[src/power_mode_control_cfg.svh]
// Purpose: Offsets, field positions, reset values for power_mode_control
// Assumes: Register index times four gives the APB byte address
// Notes: Definitions only
`ifndef POWER_MODE_CONTROL_CFG_SVH
`define POWER_MODE_CONTROL_CFG_SVH
`define PMC_IDX_POWER_MODE_SELECT 8'h87
`define PMC_IDX_REGULATOR_CONTROL 8'hc9
`define PMC_IDX_OSCILLATOR_CONTROL 8'hb2
`define PMC_ADDR_POWER_MODE_SELECT 12'h21c
`define PMC_ADDR_REGULATOR_CONTROL 12'h324
`define PMC_ADDR_OSCILLATOR_CONTROL 12'h2c8
`define PMC_IDLE_BIT 0
`define PMC_STOP_BIT 1
`define PMC_FLAGS_LSB 2
`define PMC_FLAGS_MSB 7
`define PMC_SUSPEND_BIT 5
`define PMC_WAKE_IRQ_EN_BIT 0
`define PMC_STOP_REG_OFF_BIT 3
`define PMC_WAKE_STATUS_BIT 6
`define PMC_FLAGS_RESET 6'h00
`define PMC_REG_CTRL_RESET 8'h00
`define PMC_OSC_CTRL_RESET 8'h00
`endif

[src/power_mode_control_pkg.sv]
// Purpose: Types for power_mode_control
// Assumes: Constants live in power_mode_control_cfg.svh
// Notes: Gray codes along run, idle, stop and run, suspend
package power_mode_control_pkg;
  typedef enum logic [1:0] {
    MODE_RUN = 2'b00,
    MODE_IDLE = 2'b01,
    MODE_STOP = 2'b11,
    MODE_SUSPEND = 2'b10
  } power_mode_t;
endpackage
[src/power_mode_control.sv]
// Purpose: Power mode controller with idle, stop and suspend over APB
// Assumes: pclk stays alive in every mode; gating outputs act on the clocks
// Notes: Entry waits for instr_done after the selecting write
//
// Contract
// - Idle bit write halts processor once the writing instruction completes.
// - Idle keeps state; only processor clock stops, peripherals keep clocks.
// - Enabled interrupt in idle clears idle and resumes processor.
// - Reset ending any mode runs normal reset sequence from reset vector.
// - Watchdog expiry in idle raises internal reset ending idle.
// - Stop bit halts oscillator, processor and digital peripherals after instruction.
// - Analog peripherals keep their selected states during stop.
// - Only reset ends stop; interrupts never wake it.
// - Missing clock detector stays active in stop and resets when enabled.
// - Regulator off in stop allows only external reset to end stop.
// - Suspend bit halts the high-frequency oscillator; processor may keep running.
// - Suspend ends on either wake pin edge or any reset.
// - Leaving suspend resumes next instruction and services enabled wake interrupt.
// - Bits 7:2 of power mode select are plain flags, reset zero.
// - Stop and idle select bits always read zero.
// - Regulator control bit 3 selects regulator off in stop, reset zero.
//
// Our own choice: the APB slave port.
`include "power_mode_control_cfg.svh"
`timescale 1ns/1ps
`default_nettype none

module power_mode_control (
  input wire logic pclk,
  input wire logic presetn,
  input wire logic psel,
  input wire logic penable,
  input wire logic pwrite,
  input wire logic [11:0] paddr,
  input wire logic [31:0] pwdata,
  output logic [31:0] prdata,
  output logic pready,
  output logic pslverr,
  input wire logic instr_done,
  input wire logic irq_pending,
  input wire logic watchdog_timer_expired,
  input wire logic missing_clock_detector_en,
  input wire logic missing_clock_detector_expired,
  input wire logic wake_interrupt_pin,
  output logic cpu_clk_en,
  output logic periph_clk_en,
  output logic hf_osc_en,
  output logic core_regulator_off,
  output logic internal_reset_req,
  output logic cpu_resume,
  output logic wake_irq,
  output logic [1:0] mode
);

  power_mode_control_pkg::power_mode_t mode_reg;
  power_mode_control_pkg::power_mode_t mode_next;
  logic [5:0] general_flags_reg;
  logic regulator_off_in_stop_reg;
  logic wake_irq_en_reg;
  logic idle_req_reg;
  logic stop_req_reg;
  logic suspend_req_reg;
  logic wake_meta_reg;
  logic wake_sync_reg;
  logic wake_last_reg;
  logic wake_edge;
  logic int_reset;
  logic wr_en;
  logic rd_en;
  logic hit_pms;
  logic hit_reg;
  logic hit_osc;
  logic [7:0] rd_byte;

  assign hit_pms = paddr == `PMC_ADDR_POWER_MODE_SELECT;
  assign hit_reg = paddr == `PMC_ADDR_REGULATOR_CONTROL;
  assign hit_osc = paddr == `PMC_ADDR_OSCILLATOR_CONTROL;
  assign wr_en = psel && penable && pwrite;
  assign rd_en = psel && penable && !pwrite;
  assign pready = 1'b1;
  assign pslverr = psel && penable && !(hit_pms || hit_reg || hit_osc);

  // Wake pin synchroniser on the always-running clock
  always_ff @(posedge pclk or negedge presetn) begin
    if (!presetn) begin
      wake_meta_reg <= 1'b0;
      wake_sync_reg <= 1'b0;
      wake_last_reg <= 1'b0;
    end else begin
      wake_meta_reg <= wake_interrupt_pin;
      wake_sync_reg <= wake_meta_reg;
      wake_last_reg <= wake_sync_reg;
    end
  end

  // Either edge counts
  assign wake_edge = wake_sync_reg ^ wake_last_reg;

  // Internal reset sources, blocked when the regulator is off in stop
  always_comb begin
    int_reset = 1'b0;
    unique case (mode_reg)
      power_mode_control_pkg::MODE_IDLE: begin
        int_reset = watchdog_timer_expired;
      end
      power_mode_control_pkg::MODE_STOP: begin
        int_reset = !regulator_off_in_stop_reg &&
          missing_clock_detector_en && missing_clock_detector_expired;
      end
      power_mode_control_pkg::MODE_RUN,
      power_mode_control_pkg::MODE_SUSPEND: begin
        int_reset = watchdog_timer_expired ||
          (missing_clock_detector_en && missing_clock_detector_expired);
      end
    endcase
  end

  // Mode selection
  always_comb begin
    mode_next = mode_reg;
    unique case (mode_reg)
      power_mode_control_pkg::MODE_RUN: begin
        if (instr_done && stop_req_reg) begin
          mode_next = power_mode_control_pkg::MODE_STOP;
        end else if (instr_done && idle_req_reg) begin
          mode_next = power_mode_control_pkg::MODE_IDLE;
        end else if (instr_done && suspend_req_reg) begin
          mode_next = power_mode_control_pkg::MODE_SUSPEND;
        end
      end
      power_mode_control_pkg::MODE_IDLE: begin
        if (irq_pending) begin
          mode_next = power_mode_control_pkg::MODE_RUN;
        end
      end
      power_mode_control_pkg::MODE_STOP: begin
        mode_next = power_mode_control_pkg::MODE_STOP;
      end
      power_mode_control_pkg::MODE_SUSPEND: begin
        if (wake_edge) begin
          mode_next = power_mode_control_pkg::MODE_RUN;
        end
      end
    endcase
    if (int_reset) begin
      mode_next = power_mode_control_pkg::MODE_RUN;
    end
  end

  always_ff @(posedge pclk or negedge presetn) begin
    if (!presetn) begin
      mode_reg <= power_mode_control_pkg::MODE_RUN;
    end else begin
      mode_reg <= mode_next;
    end
  end

  // Mode requests held until the selecting instruction completes
  always_ff @(posedge pclk or negedge presetn) begin
    if (!presetn) begin
      idle_req_reg <= 1'b0;
      stop_req_reg <= 1'b0;
      suspend_req_reg <= 1'b0;
    end else if (int_reset || mode_reg != power_mode_control_pkg::MODE_RUN) begin
      idle_req_reg <= 1'b0;
      stop_req_reg <= 1'b0;
      suspend_req_reg <= 1'b0;
    end else if (wr_en && hit_pms) begin
      idle_req_reg <= idle_req_reg || pwdata[`PMC_IDLE_BIT];
      stop_req_reg <= stop_req_reg || pwdata[`PMC_STOP_BIT];
    end else if (wr_en && hit_osc) begin
      suspend_req_reg <= suspend_req_reg || pwdata[`PMC_SUSPEND_BIT];
    end else if (instr_done) begin
      idle_req_reg <= 1'b0;
      stop_req_reg <= 1'b0;
      suspend_req_reg <= 1'b0;
    end
  end

  // Software flags and configuration
  always_ff @(posedge pclk or negedge presetn) begin
    if (!presetn) begin
      general_flags_reg <= `PMC_FLAGS_RESET;
      regulator_off_in_stop_reg <= 1'(`PMC_REG_CTRL_RESET >> `PMC_STOP_REG_OFF_BIT);
      wake_irq_en_reg <= 1'(`PMC_OSC_CTRL_RESET >> `PMC_WAKE_IRQ_EN_BIT);
    end else if (wr_en) begin
      if (hit_pms) begin
        general_flags_reg <= pwdata[`PMC_FLAGS_MSB:`PMC_FLAGS_LSB];
      end
      if (hit_reg) begin
        regulator_off_in_stop_reg <= pwdata[`PMC_STOP_REG_OFF_BIT];
      end
      if (hit_osc) begin
        wake_irq_en_reg <= pwdata[`PMC_WAKE_IRQ_EN_BIT];
      end
    end
  end

  // Read mux
  always_comb begin
    rd_byte = 8'h00;
    if (hit_pms) begin
      rd_byte[`PMC_FLAGS_MSB:`PMC_FLAGS_LSB] = general_flags_reg;
    end else if (hit_reg) begin
      rd_byte[`PMC_STOP_REG_OFF_BIT] = regulator_off_in_stop_reg;
      rd_byte[`PMC_WAKE_STATUS_BIT] = wake_sync_reg;
    end else if (hit_osc) begin
      rd_byte[`PMC_SUSPEND_BIT] = mode_reg == power_mode_control_pkg::MODE_SUSPEND;
      rd_byte[`PMC_WAKE_IRQ_EN_BIT] = wake_irq_en_reg;
    end
  end

  always_ff @(posedge pclk or negedge presetn) begin
    if (!presetn) begin
      prdata <= 32'h0000_0000;
    end else if (psel && !penable && !pwrite) begin
      prdata <= {24'h00_0000, rd_byte};
    end
  end

  // Gating and event outputs
  always_ff @(posedge pclk or negedge presetn) begin
    if (!presetn) begin
      cpu_clk_en <= 1'b1;
      periph_clk_en <= 1'b1;
      hf_osc_en <= 1'b1;
      core_regulator_off <= 1'b0;
      internal_reset_req <= 1'b0;
      cpu_resume <= 1'b0;
      wake_irq <= 1'b0;
    end else begin
      // Only the processor clock stops in idle
      cpu_clk_en <= mode_next != power_mode_control_pkg::MODE_IDLE &&
        mode_next != power_mode_control_pkg::MODE_STOP;
      // Analog enables are not touched here
      periph_clk_en <= mode_next != power_mode_control_pkg::MODE_STOP;
      hf_osc_en <= mode_next != power_mode_control_pkg::MODE_STOP &&
        mode_next != power_mode_control_pkg::MODE_SUSPEND;
      core_regulator_off <= mode_next == power_mode_control_pkg::MODE_STOP &&
        regulator_off_in_stop_reg;
      internal_reset_req <= int_reset;
      cpu_resume <= mode_reg == power_mode_control_pkg::MODE_IDLE && irq_pending && !int_reset;
      wake_irq <= mode_reg == power_mode_control_pkg::MODE_SUSPEND && wake_edge &&
        wake_irq_en_reg && !int_reset;
    end
  end

  assign mode = mode_reg;
endmodule

`default_nettype wire

[config.mk]
export PLATFORM = sky130hd
export DESIGN_NAME = power_mode_control
export DESIGN_NICKNAME = d
export VERILOG_FILES = /design/src/power_mode_control_pkg.sv /design/src/power_mode_control.sv
export VERILOG_INCLUDE_DIRS = /design/src
export SDC_FILE = /design/constraint.sdc
export NUM_CORES = 1
export LEC_CHECK = 0
export ABC_AREA = 1
export BUFFER_PORTS_ARGS = -buffer_cell sky130_fd_sc_hd__buf_2
export CAP_MARGIN = 0
export CORE_ASPECT_RATIO = 1.75
export CORE_UTILIZATION = 35
export DETAILED_ROUTE_END_ITERATION = 6
export PLACE_DENSITY = 0.66
export SYNTH_ARGS = -nofsm -noshare
export SYNTH_HDL_FRONTEND = slang
export SYNTH_SLANG_ARGS = --single-unit
[constraint.sdc]
create_clock -name pclk -period 1.2 [get_ports pclk]
set_clock_uncertainty 0.05 [all_clocks]
set_input_delay 0.12 -clock pclk [delete_from_list [all_inputs] [get_ports pclk]]
set_output_delay 0.12 -clock pclk [all_outputs]
set_load 0.005 [all_outputs]
==> key figures, run 1 <==
Critical path
  • Worst Path Required: approximately 1400 ps
  • Critical setup path kind: reg2reg
  • Crit-path max FO: 4
  • Kind of start point of the critical path: flip-flop
  • Endpoint kind of the worst setup timing path: flip-flop
  • Crit path arrival time: approximately 1300 ps

CTS
  • Clock latency on the worst-skew pair: just under 300 ps
  • Clock transition time at the flip-flop clock pins of the worst setup and hold paths: ~60 ps
  • Maximum level of the CTS H-tree: 2
  • Num CTS Buffers: 5
  • Clock tree from TritonCTS: done
  • Root Driver: sky130_fd_sc_hd__clkbuf_8
  • Sinks on Clock Net: 30
  • Clock buffer depth: 2

Timing
  • Period utilization: between 90% and 100%
  • Total setup violations reported at the end of the flow: 0
  • Final number of max-transition violations: 0
  • Final hold vios: 0
  • Final critical-path required period: 1170 ps
  • Final-layout worst hold slack: ~15 ps
  • RSZ-0062 raised after global routing: true
  • Fmax achieved: between 800 and 900 MHz

Floorplan
  • Width of the chip: about 55 um
  • Die area: 5280 um^2
  • Floorplan Core Area: about 4700 um^2
  • Ports: approximately 100
  • Starting Density: about 37%
  • Vertical die dimension: between 90 and 100 um
  • Cell Rows: 33

Placed design
  • Number of placed instances with taps included: approximately 330
  • DP Wirelength: 2680 um
  • Final weighted congestion in routability-driven placement: 0.768
  • Port Buf Inserts: 47

Power
  • Worst-case vdd ir drop: slightly above 0.5 mV
  • Net switching share of the total power: roughly a quarter
  • Internal: 0.00153 W
  • Leakage power figure: 1.26 nW
  • Portion of total power attributed to the clock network: 37.8%
  • Power density over the cells: just over 900 nW/um^2
  • Portion of total power attributed to combinational logic: 12.1%
  • Sequential fraction of design power: between 50% and 60%
  • Power spent charging and discharging nets: roughly 0.00053 W

Logic synthesis
  • Primary FF master, synth: sky130_fd_sc_hd__dfrtp_1
  • Synth Register Bits: 30
  • Syn_area_per_cell: roughly 7.9 um^2
  • Synth unique cells: 31
  • Number of standard cells after synthesis: 220
  • Yosys warning count: 0
  • Number of enable-type register cells in the synthesized netlist: 0
  • Area of the mapped netlist: between 1500 and 2000 um^2
  • Sequential element share of the synthesized area: a little over two fifths
  • Async S/R FF share, synth: 100%

Finish
  • Proportion of layout cells with a drive suffix above 1: between 30% and 40%
  • Area growth from synthesis to final layout: 28.8%
  • Number of antenna cells inserted: 0
  • Util after Layout: between 40 and 50%
  • Number of flip-flops in the largest register: 7
  • Final instance count without filler cells: approximately 350
  • Net count reported at finish: around 350

GRT
  • Congestion Overflow GR: 0
  • Wire length of the first global-routing pass: 5630 um
  • Via count of the first global-routing pass: 1,343
  • Antenna violations before repair: 0
  • Largest net degree at the start of global routing: 31
  • Total GRT Usage: between 10% and 20%

Route
  • Number of DRC violations after detailed routing: 0
  • Avg WL per Cell: 10.2 um
  • Total vias in the final route: between 1,000 and 1,500
  • Number of DRC markers in iteration 0: 19
  • Drt via density: ~4.3
  • Remaining antenna violation count after routing: 0
  • Routed Wire Length: approximately 3500 um
  • Detailed-routing iteration count for the pre-antenna-repair pass: 4

Flow run
  • Max_cap viols: 0

Outcome
  • Status: finished clean

Worst hold path
  • Min-delay worst type: in2reg
-- kinds of logic after synthesis --
| group | count (synthesis) | share of synthesized area (%) |
|---|---|---|
| buffers and inverters | 58 | 18.3 |
| other | 2 | 0.430 |
| AOI/OAI and AO/OA | 13 | 4.88 |
| and+or+nand+nor | 116 | 32.7 |
| DFF | 30 | 43.2 |
| xor gates and xnor gates | 1 | 0.502 |
-- Yosys cell counts, types with 2 or more instances --
cell type	count	area share (%)
sky130_fd_sc_hd__a21oi_2	2	1.0
sky130_fd_sc_hd__buf_4	26	11
sky130_fd_sc_hd__conb_1	2	0.43
sky130_fd_sc_hd__dfrtp_1	27	39
sky130_fd_sc_hd__dfstp_2	3	4.5
sky130_fd_sc_hd__inv_1	27	5.8
sky130_fd_sc_hd__inv_2	3	0.65
sky130_fd_sc_hd__nand2_1	65	14
sky130_fd_sc_hd__nand2_2	4	1.4
sky130_fd_sc_hd__nand3_1	10	2.9
sky130_fd_sc_hd__nand3_2	2	1.1
sky130_fd_sc_hd__nand4_1	6	2.2
sky130_fd_sc_hd__nor2_1	14	3.0
sky130_fd_sc_hd__nor2_2	3	1.1
sky130_fd_sc_hd__nor2_4	4	2.6
sky130_fd_sc_hd__nor3_1	2	0.57
sky130_fd_sc_hd__o211ai_1	2	0.86
sky130_fd_sc_hd__o21ai_0	4	1.1
sky130_fd_sc_hd__o21ai_1	2	0.57
-- final timing paths --
check	endpoint	from	slack, ps	cells after the start
max	core_regulator_off	mode[1]	30	7
min	stop_req_reg	pwdata[1]	20	3
max reg2reg	core_regulator_off	mode[1]	30	7
min reg2reg	wake_sync_reg	wake_meta_reg	300	0
max in group asynchronous	hf_osc_en	presetn	450	3
min in group asynchronous	mode[1]	presetn	330	3
-- repair_timing --
| action | in CTS | in global routing |
|---|---|---|
| pin swaps | 1 | 10 |
| resized for setup | 3 | 16 |
| hold endpoints to repair | 35 | 0 |
| setup endpoints to repair | 2 | 7 |
| buffers inserted | 0 | 2 |
| hold buffers | 9 | 0 |
-- layer usage --
metal  track usage [%]  vias to the layer above  share of wire, %
li1                  -                      772                 -
met1              14.4                      661                38
met4              9.38                        0               2.7
met3              2.44                        9               4.7
met5                 0                        -                 0
met2              25.5                       56                55
-- metrics by stage --
stage	setup slack (ps)	cell area [um^2]	power, W	TNS [ps]
6_report	30.2	2250	0.00206	0
5_1_grt	-59.3	2250	0.00214	-96.6
4_1_cts	1.81	2200	0.00206	0
3_5_place_dp	-11.1	2020	0.00126	-11.1
3_3_place_gp	2.33	2020	0.00126	0
2_1_floorplan	85.3	1840	0.00121	0
-- cell type report --
type | count | area [um^2]
clock buffer | 6 | 72.6
inverter | 32 | 124
tap | 52 | 65.1
multi-input combinational | 156 | 807
sequential | 30 | 756
clock inverter | 2 | 10.0
fill | 473 | 2500
timing repair buffer | 67 | 414
-- power groups by stage --
stage / clock [W] / sequential, W / combinational, W
finish: 0.000778 / 0.00103 / 0.000250
global route: 0.000828 / 0.00103 / 0.000279
CTS: 0.000793 / 0.00103 / 0.000239
detailed placement: 0 / 0.00105 / 0.000214
global placement: 0 / 0.00105 / 0.000211
floorplan: 0 / 0.00105 / 0.000157
-- placed cells by master (no fill, tap or decap), types with 8 or more instances in the layout --
master,n
sky130_fd_sc_hd__nor2_2,9
sky130_fd_sc_hd__buf_2,46
sky130_fd_sc_hd__nand2_2,8
sky130_fd_sc_hd__buf_4,11
sky130_fd_sc_hd__dlygate4sd3_1,9
sky130_fd_sc_hd__nand3_1,9
sky130_fd_sc_hd__nor2_1,8
sky130_fd_sc_hd__conb_1,26
sky130_fd_sc_hd__nand2_1,61
sky130_fd_sc_hd__inv_1,23
sky130_fd_sc_hd__dfrtp_1,26
-- worst max-delay path: stages, from the launching register on --
cell                       delay [ps]
sky130_fd_sc_hd__dfrtp_1          380
sky130_fd_sc_hd__inv_2             90
sky130_fd_sc_hd__nand2_2           80
sky130_fd_sc_hd__nand3b_1         130
sky130_fd_sc_hd__o21ai_4           80
sky130_fd_sc_hd__inv_2             80
sky130_fd_sc_hd__nand4_2           90
sky130_fd_sc_hd__nor2_2           120
No activity file was read; power rests on OpenSTA's default activity.
==> run 2, diff against run 1 <==
- BUFFER_PORTS_ARGS: -buffer_cell sky130_fd_sc_hd__buf_2 -> unset
- DONT_BUFFER_PORTS: unset -> 1
- PLACE_DENSITY: 0.66 -> 0.49
==> run 2 against run 1 <==
Net effect: the flow now finishes with violations (setup timing); cell count is 12% lower; worst hold slack better by 6.7 ps; count of clock-buffer cells in the layout is 1 higher; non-clock buffer count is 42 lower; combinational power is 24% lower; largest cell class unchanged.
==> key figures, run 2 (synthesized netlist as in run 1, its figures left out) <==
Floorplan
  • Starting Density: 36.8% (unchanged)
  • Floorplan Core Area: 4750 um^2 (unchanged)
  • Ports: 98 (unchanged)
  • Cell Rows: 33 (unchanged)
  • Die area: 5280 um^2 (unchanged)
  • Vertical die dimension: 95.4 um (unchanged)
  • Width of the chip: 55.4 um (unchanged)

Route
  • Total vias in the final route: 1,369 (-8.6%)
  • Remaining antenna violation count after routing: 0 (unchanged)
  • Routed Wire Length: 3350 um (-4.7%)
  • Avg WL per Cell: 11.0 um (+8.5%)
  • Number of DRC markers in iteration 0: 26 (+7)
  • Drt via density: 4.52 (+4.1%)
  • Number of DRC violations after detailed routing: 0 (unchanged)
  • Detailed-routing iteration count for the pre-antenna-repair pass: 4 (unchanged)

GRT
  • Via count of the first global-routing pass: 1,408 (+4.8%)
  • Total GRT Usage: 14.5% (+0.59 points)
  • Largest net degree at the start of global routing: 31 (unchanged)
  • Antenna violations before repair: 0 (unchanged)
  • Wire length of the first global-routing pass: 5950 um (+5.6%)
  • Congestion Overflow GR: 0 (unchanged)

Power
  • Leakage power figure: 1.09 nW (-14%)
  • Total chip power: 0.00203 W (-1.3%)
  • Power density over the cells: 977 nW/um^2 (+6.7%)
  • Worst-case vdd ir drop: 0.781 mV (+52%)

Finish
  • Area growth from synthesis to final layout: 19.2%
  • Net count reported at finish: 305 (-12%)
  • Number of flip-flops in the largest register: 7 (unchanged)
  • Count of filler cells inserted in the layout: 498 (+5.3%)
  • Proportion of layout cells with a drive suffix above 1: 24.3% (-13 points)
  • Commonest non-fill, non-tap cell in the layout: sky130_fd_sc_hd__nand2_1
  • Most used cells in the layout excluding fill and tap cells: 61 x sky130_fd_sc_hd__nand2_1, 26 x sky130_fd_sc_hd__conb_1, 26 x sky130_fd_sc_hd__dfrtp_1
  • Number of antenna cells inserted: 0 (unchanged)

Timing
  • Period utilization: 100% (+2.9 points)
  • Final-layout worst hold slack: 21.8 ps (+6.72 ps)
  • Final critical-path required period: 1210 ps (+35.4 ps)
  • Final number of max-transition violations: 0 (unchanged)
  • Setup WS post-layout: -5.19 ps (-35.4 ps)
  • Total setup violations reported at the end of the flow: 1 (+1)
  • Fmax achieved: 830 MHz (-2.9%)
  • Final hold vios: 0 (unchanged)
  • Summed negative setup slack over all endpoints: -5.19 ps (-5.19 ps)
  • RSZ-0062 raised after global routing: true

Worst hold path
  • Min-delay worst type: in2reg
  • Endpoint of the worst hold-timing path: prdata[0]
  • Hold path start: penable
  • Hold-critical path depth: 3 (unchanged)

Placed design
  • Final weighted congestion in routability-driven placement: 0.735 (-4.3%)
  • DP Wirelength: 2650 um (-1.3%)
  • Port Buf Inserts: 0 (-100%)
  • Pre-CTS worst setup slack: -46.8 ps (-35.7 ps)

CTS
  • Clock latency on the worst-skew pair: 270 ps (-20 ps)
  • Root Driver: sky130_fd_sc_hd__clkbuf_8
  • Sinks on Clock Net: 30 (unchanged)
  • Maximum level of the CTS H-tree: 2 (unchanged)
  • Clock tree from TritonCTS: done
  • Clock transition time at the flip-flop clock pins of the worst setup and hold paths: 60 ps (about the same)
  • Clock buffer depth: 2 (unchanged)
  • Num CTS Buffers: 5 (unchanged)

Critical path
  • Endpoint kind of the worst setup timing path: flip-flop
  • Kind of start point of the critical path: flip-flop
  • Crit path arrival time: 1320 ps (-20 ps)
  • Worst reg2reg path endpoint: mode[0]
  • Critical setup path kind: reg2reg
  • Reg-to-Reg Start: mode[1]
  • Worst reg2reg setup slack: -5 ps (-40 ps)
  • Worst Path Required: 1320 ps (-50 ps)
  • Number of cells on the worst reg-to-reg path: 8 (+1)
  • Crit-path max FO: 3 (-1)

Outcome
  • Violated checks: setup timing
  • Status: complete, but fails checks

Flow run
  • Max_cap viols: 0 (unchanged)
## run 2: metal layers
metal	global-route usage [%]	up-vias	part of all wire, %
met5	0	-	0
li1	-	691	-
met1	15.4	609	38
met3	2.99	6	6.2
met4	8.13	0	2.3
met2	26.6	63	54
## run 2: area by class of cell
type	count	area, um^2	area share, %
clock buffer	7	86.3	4.15
sequential	30	756	36.3
timing repair buffer	25	239	11.5
inverter	32	124	5.95
multi-input combinational	156	806	38.7
tap	52	65.1	3.13
clock inverter	1	5.00	0.241
## run 2: what timing repair did
| action | 4_1_cts | 5_1_grt |
|---|---|---|
| hold buffers | 15 | 0 |
| buffers inserted | 0 | 2 |
| endpoints found under the hold margin | 45 | 0 |
| setup endpoints to repair | 3 | 7 |
| pin swaps | 2 | 4 |
| gates cloned | 0 | 0 |
| gates resized for setup | 11 | 7 |
## run 2: worst max-delay path: stages, from the launching register on
cell and delay, ps:
sky130_fd_sc_hd__dfrtp_1 400, sky130_fd_sc_hd__buf_6 140, sky130_fd_sc_hd__nor2_1 90, sky130_fd_sc_hd__nand2_1 60, sky130_fd_sc_hd__inv_2 70, sky130_fd_sc_hd__a21oi_2 60, sky130_fd_sc_hd__buf_4 130, sky130_fd_sc_hd__nand2_2 60
sky130_fd_sc_hd__inv_1 40
## run 2: stage by stage
| step | instance area, um^2 | utilization, % | cells |
|---|---|---|---|
| floorplan | 1840 | - | 244 |
| global placement | 1770 | 37.2 | 278 |
| detailed placement | 1770 | 37.2 | 278 |
| CTS | 2050 | 43.1 | 301 |
| global route | 2080 | 43.8 | 303 |
| finish | 2080 | 43.8 | 303 |
## run 2: worst max-delay path by stage
stage	from	end	slack [ps]
floorplan	mode[1]	core_regulator_off	90
global placement	mode[0]	mode[1]	-20
detailed placement	mode[1]	mode[1]	-50
CTS	mode[1]	core_regulator_off	0.4
global route	mode[1]	mode[0]	-80
finish	mode[1]	mode[0]	-5
## run 2: power breakdown
part / internal [W] / total, W / leakage, nW / switching [W]
Combinational: 0.0000777 / 0.000190 / 0.649 / 0.000113
Clock: 0.000461 / 0.000808 / 0.0482 / 0.000347
Sequential: 0.00103 / 0.00103 / 0.395 / 0.00000938
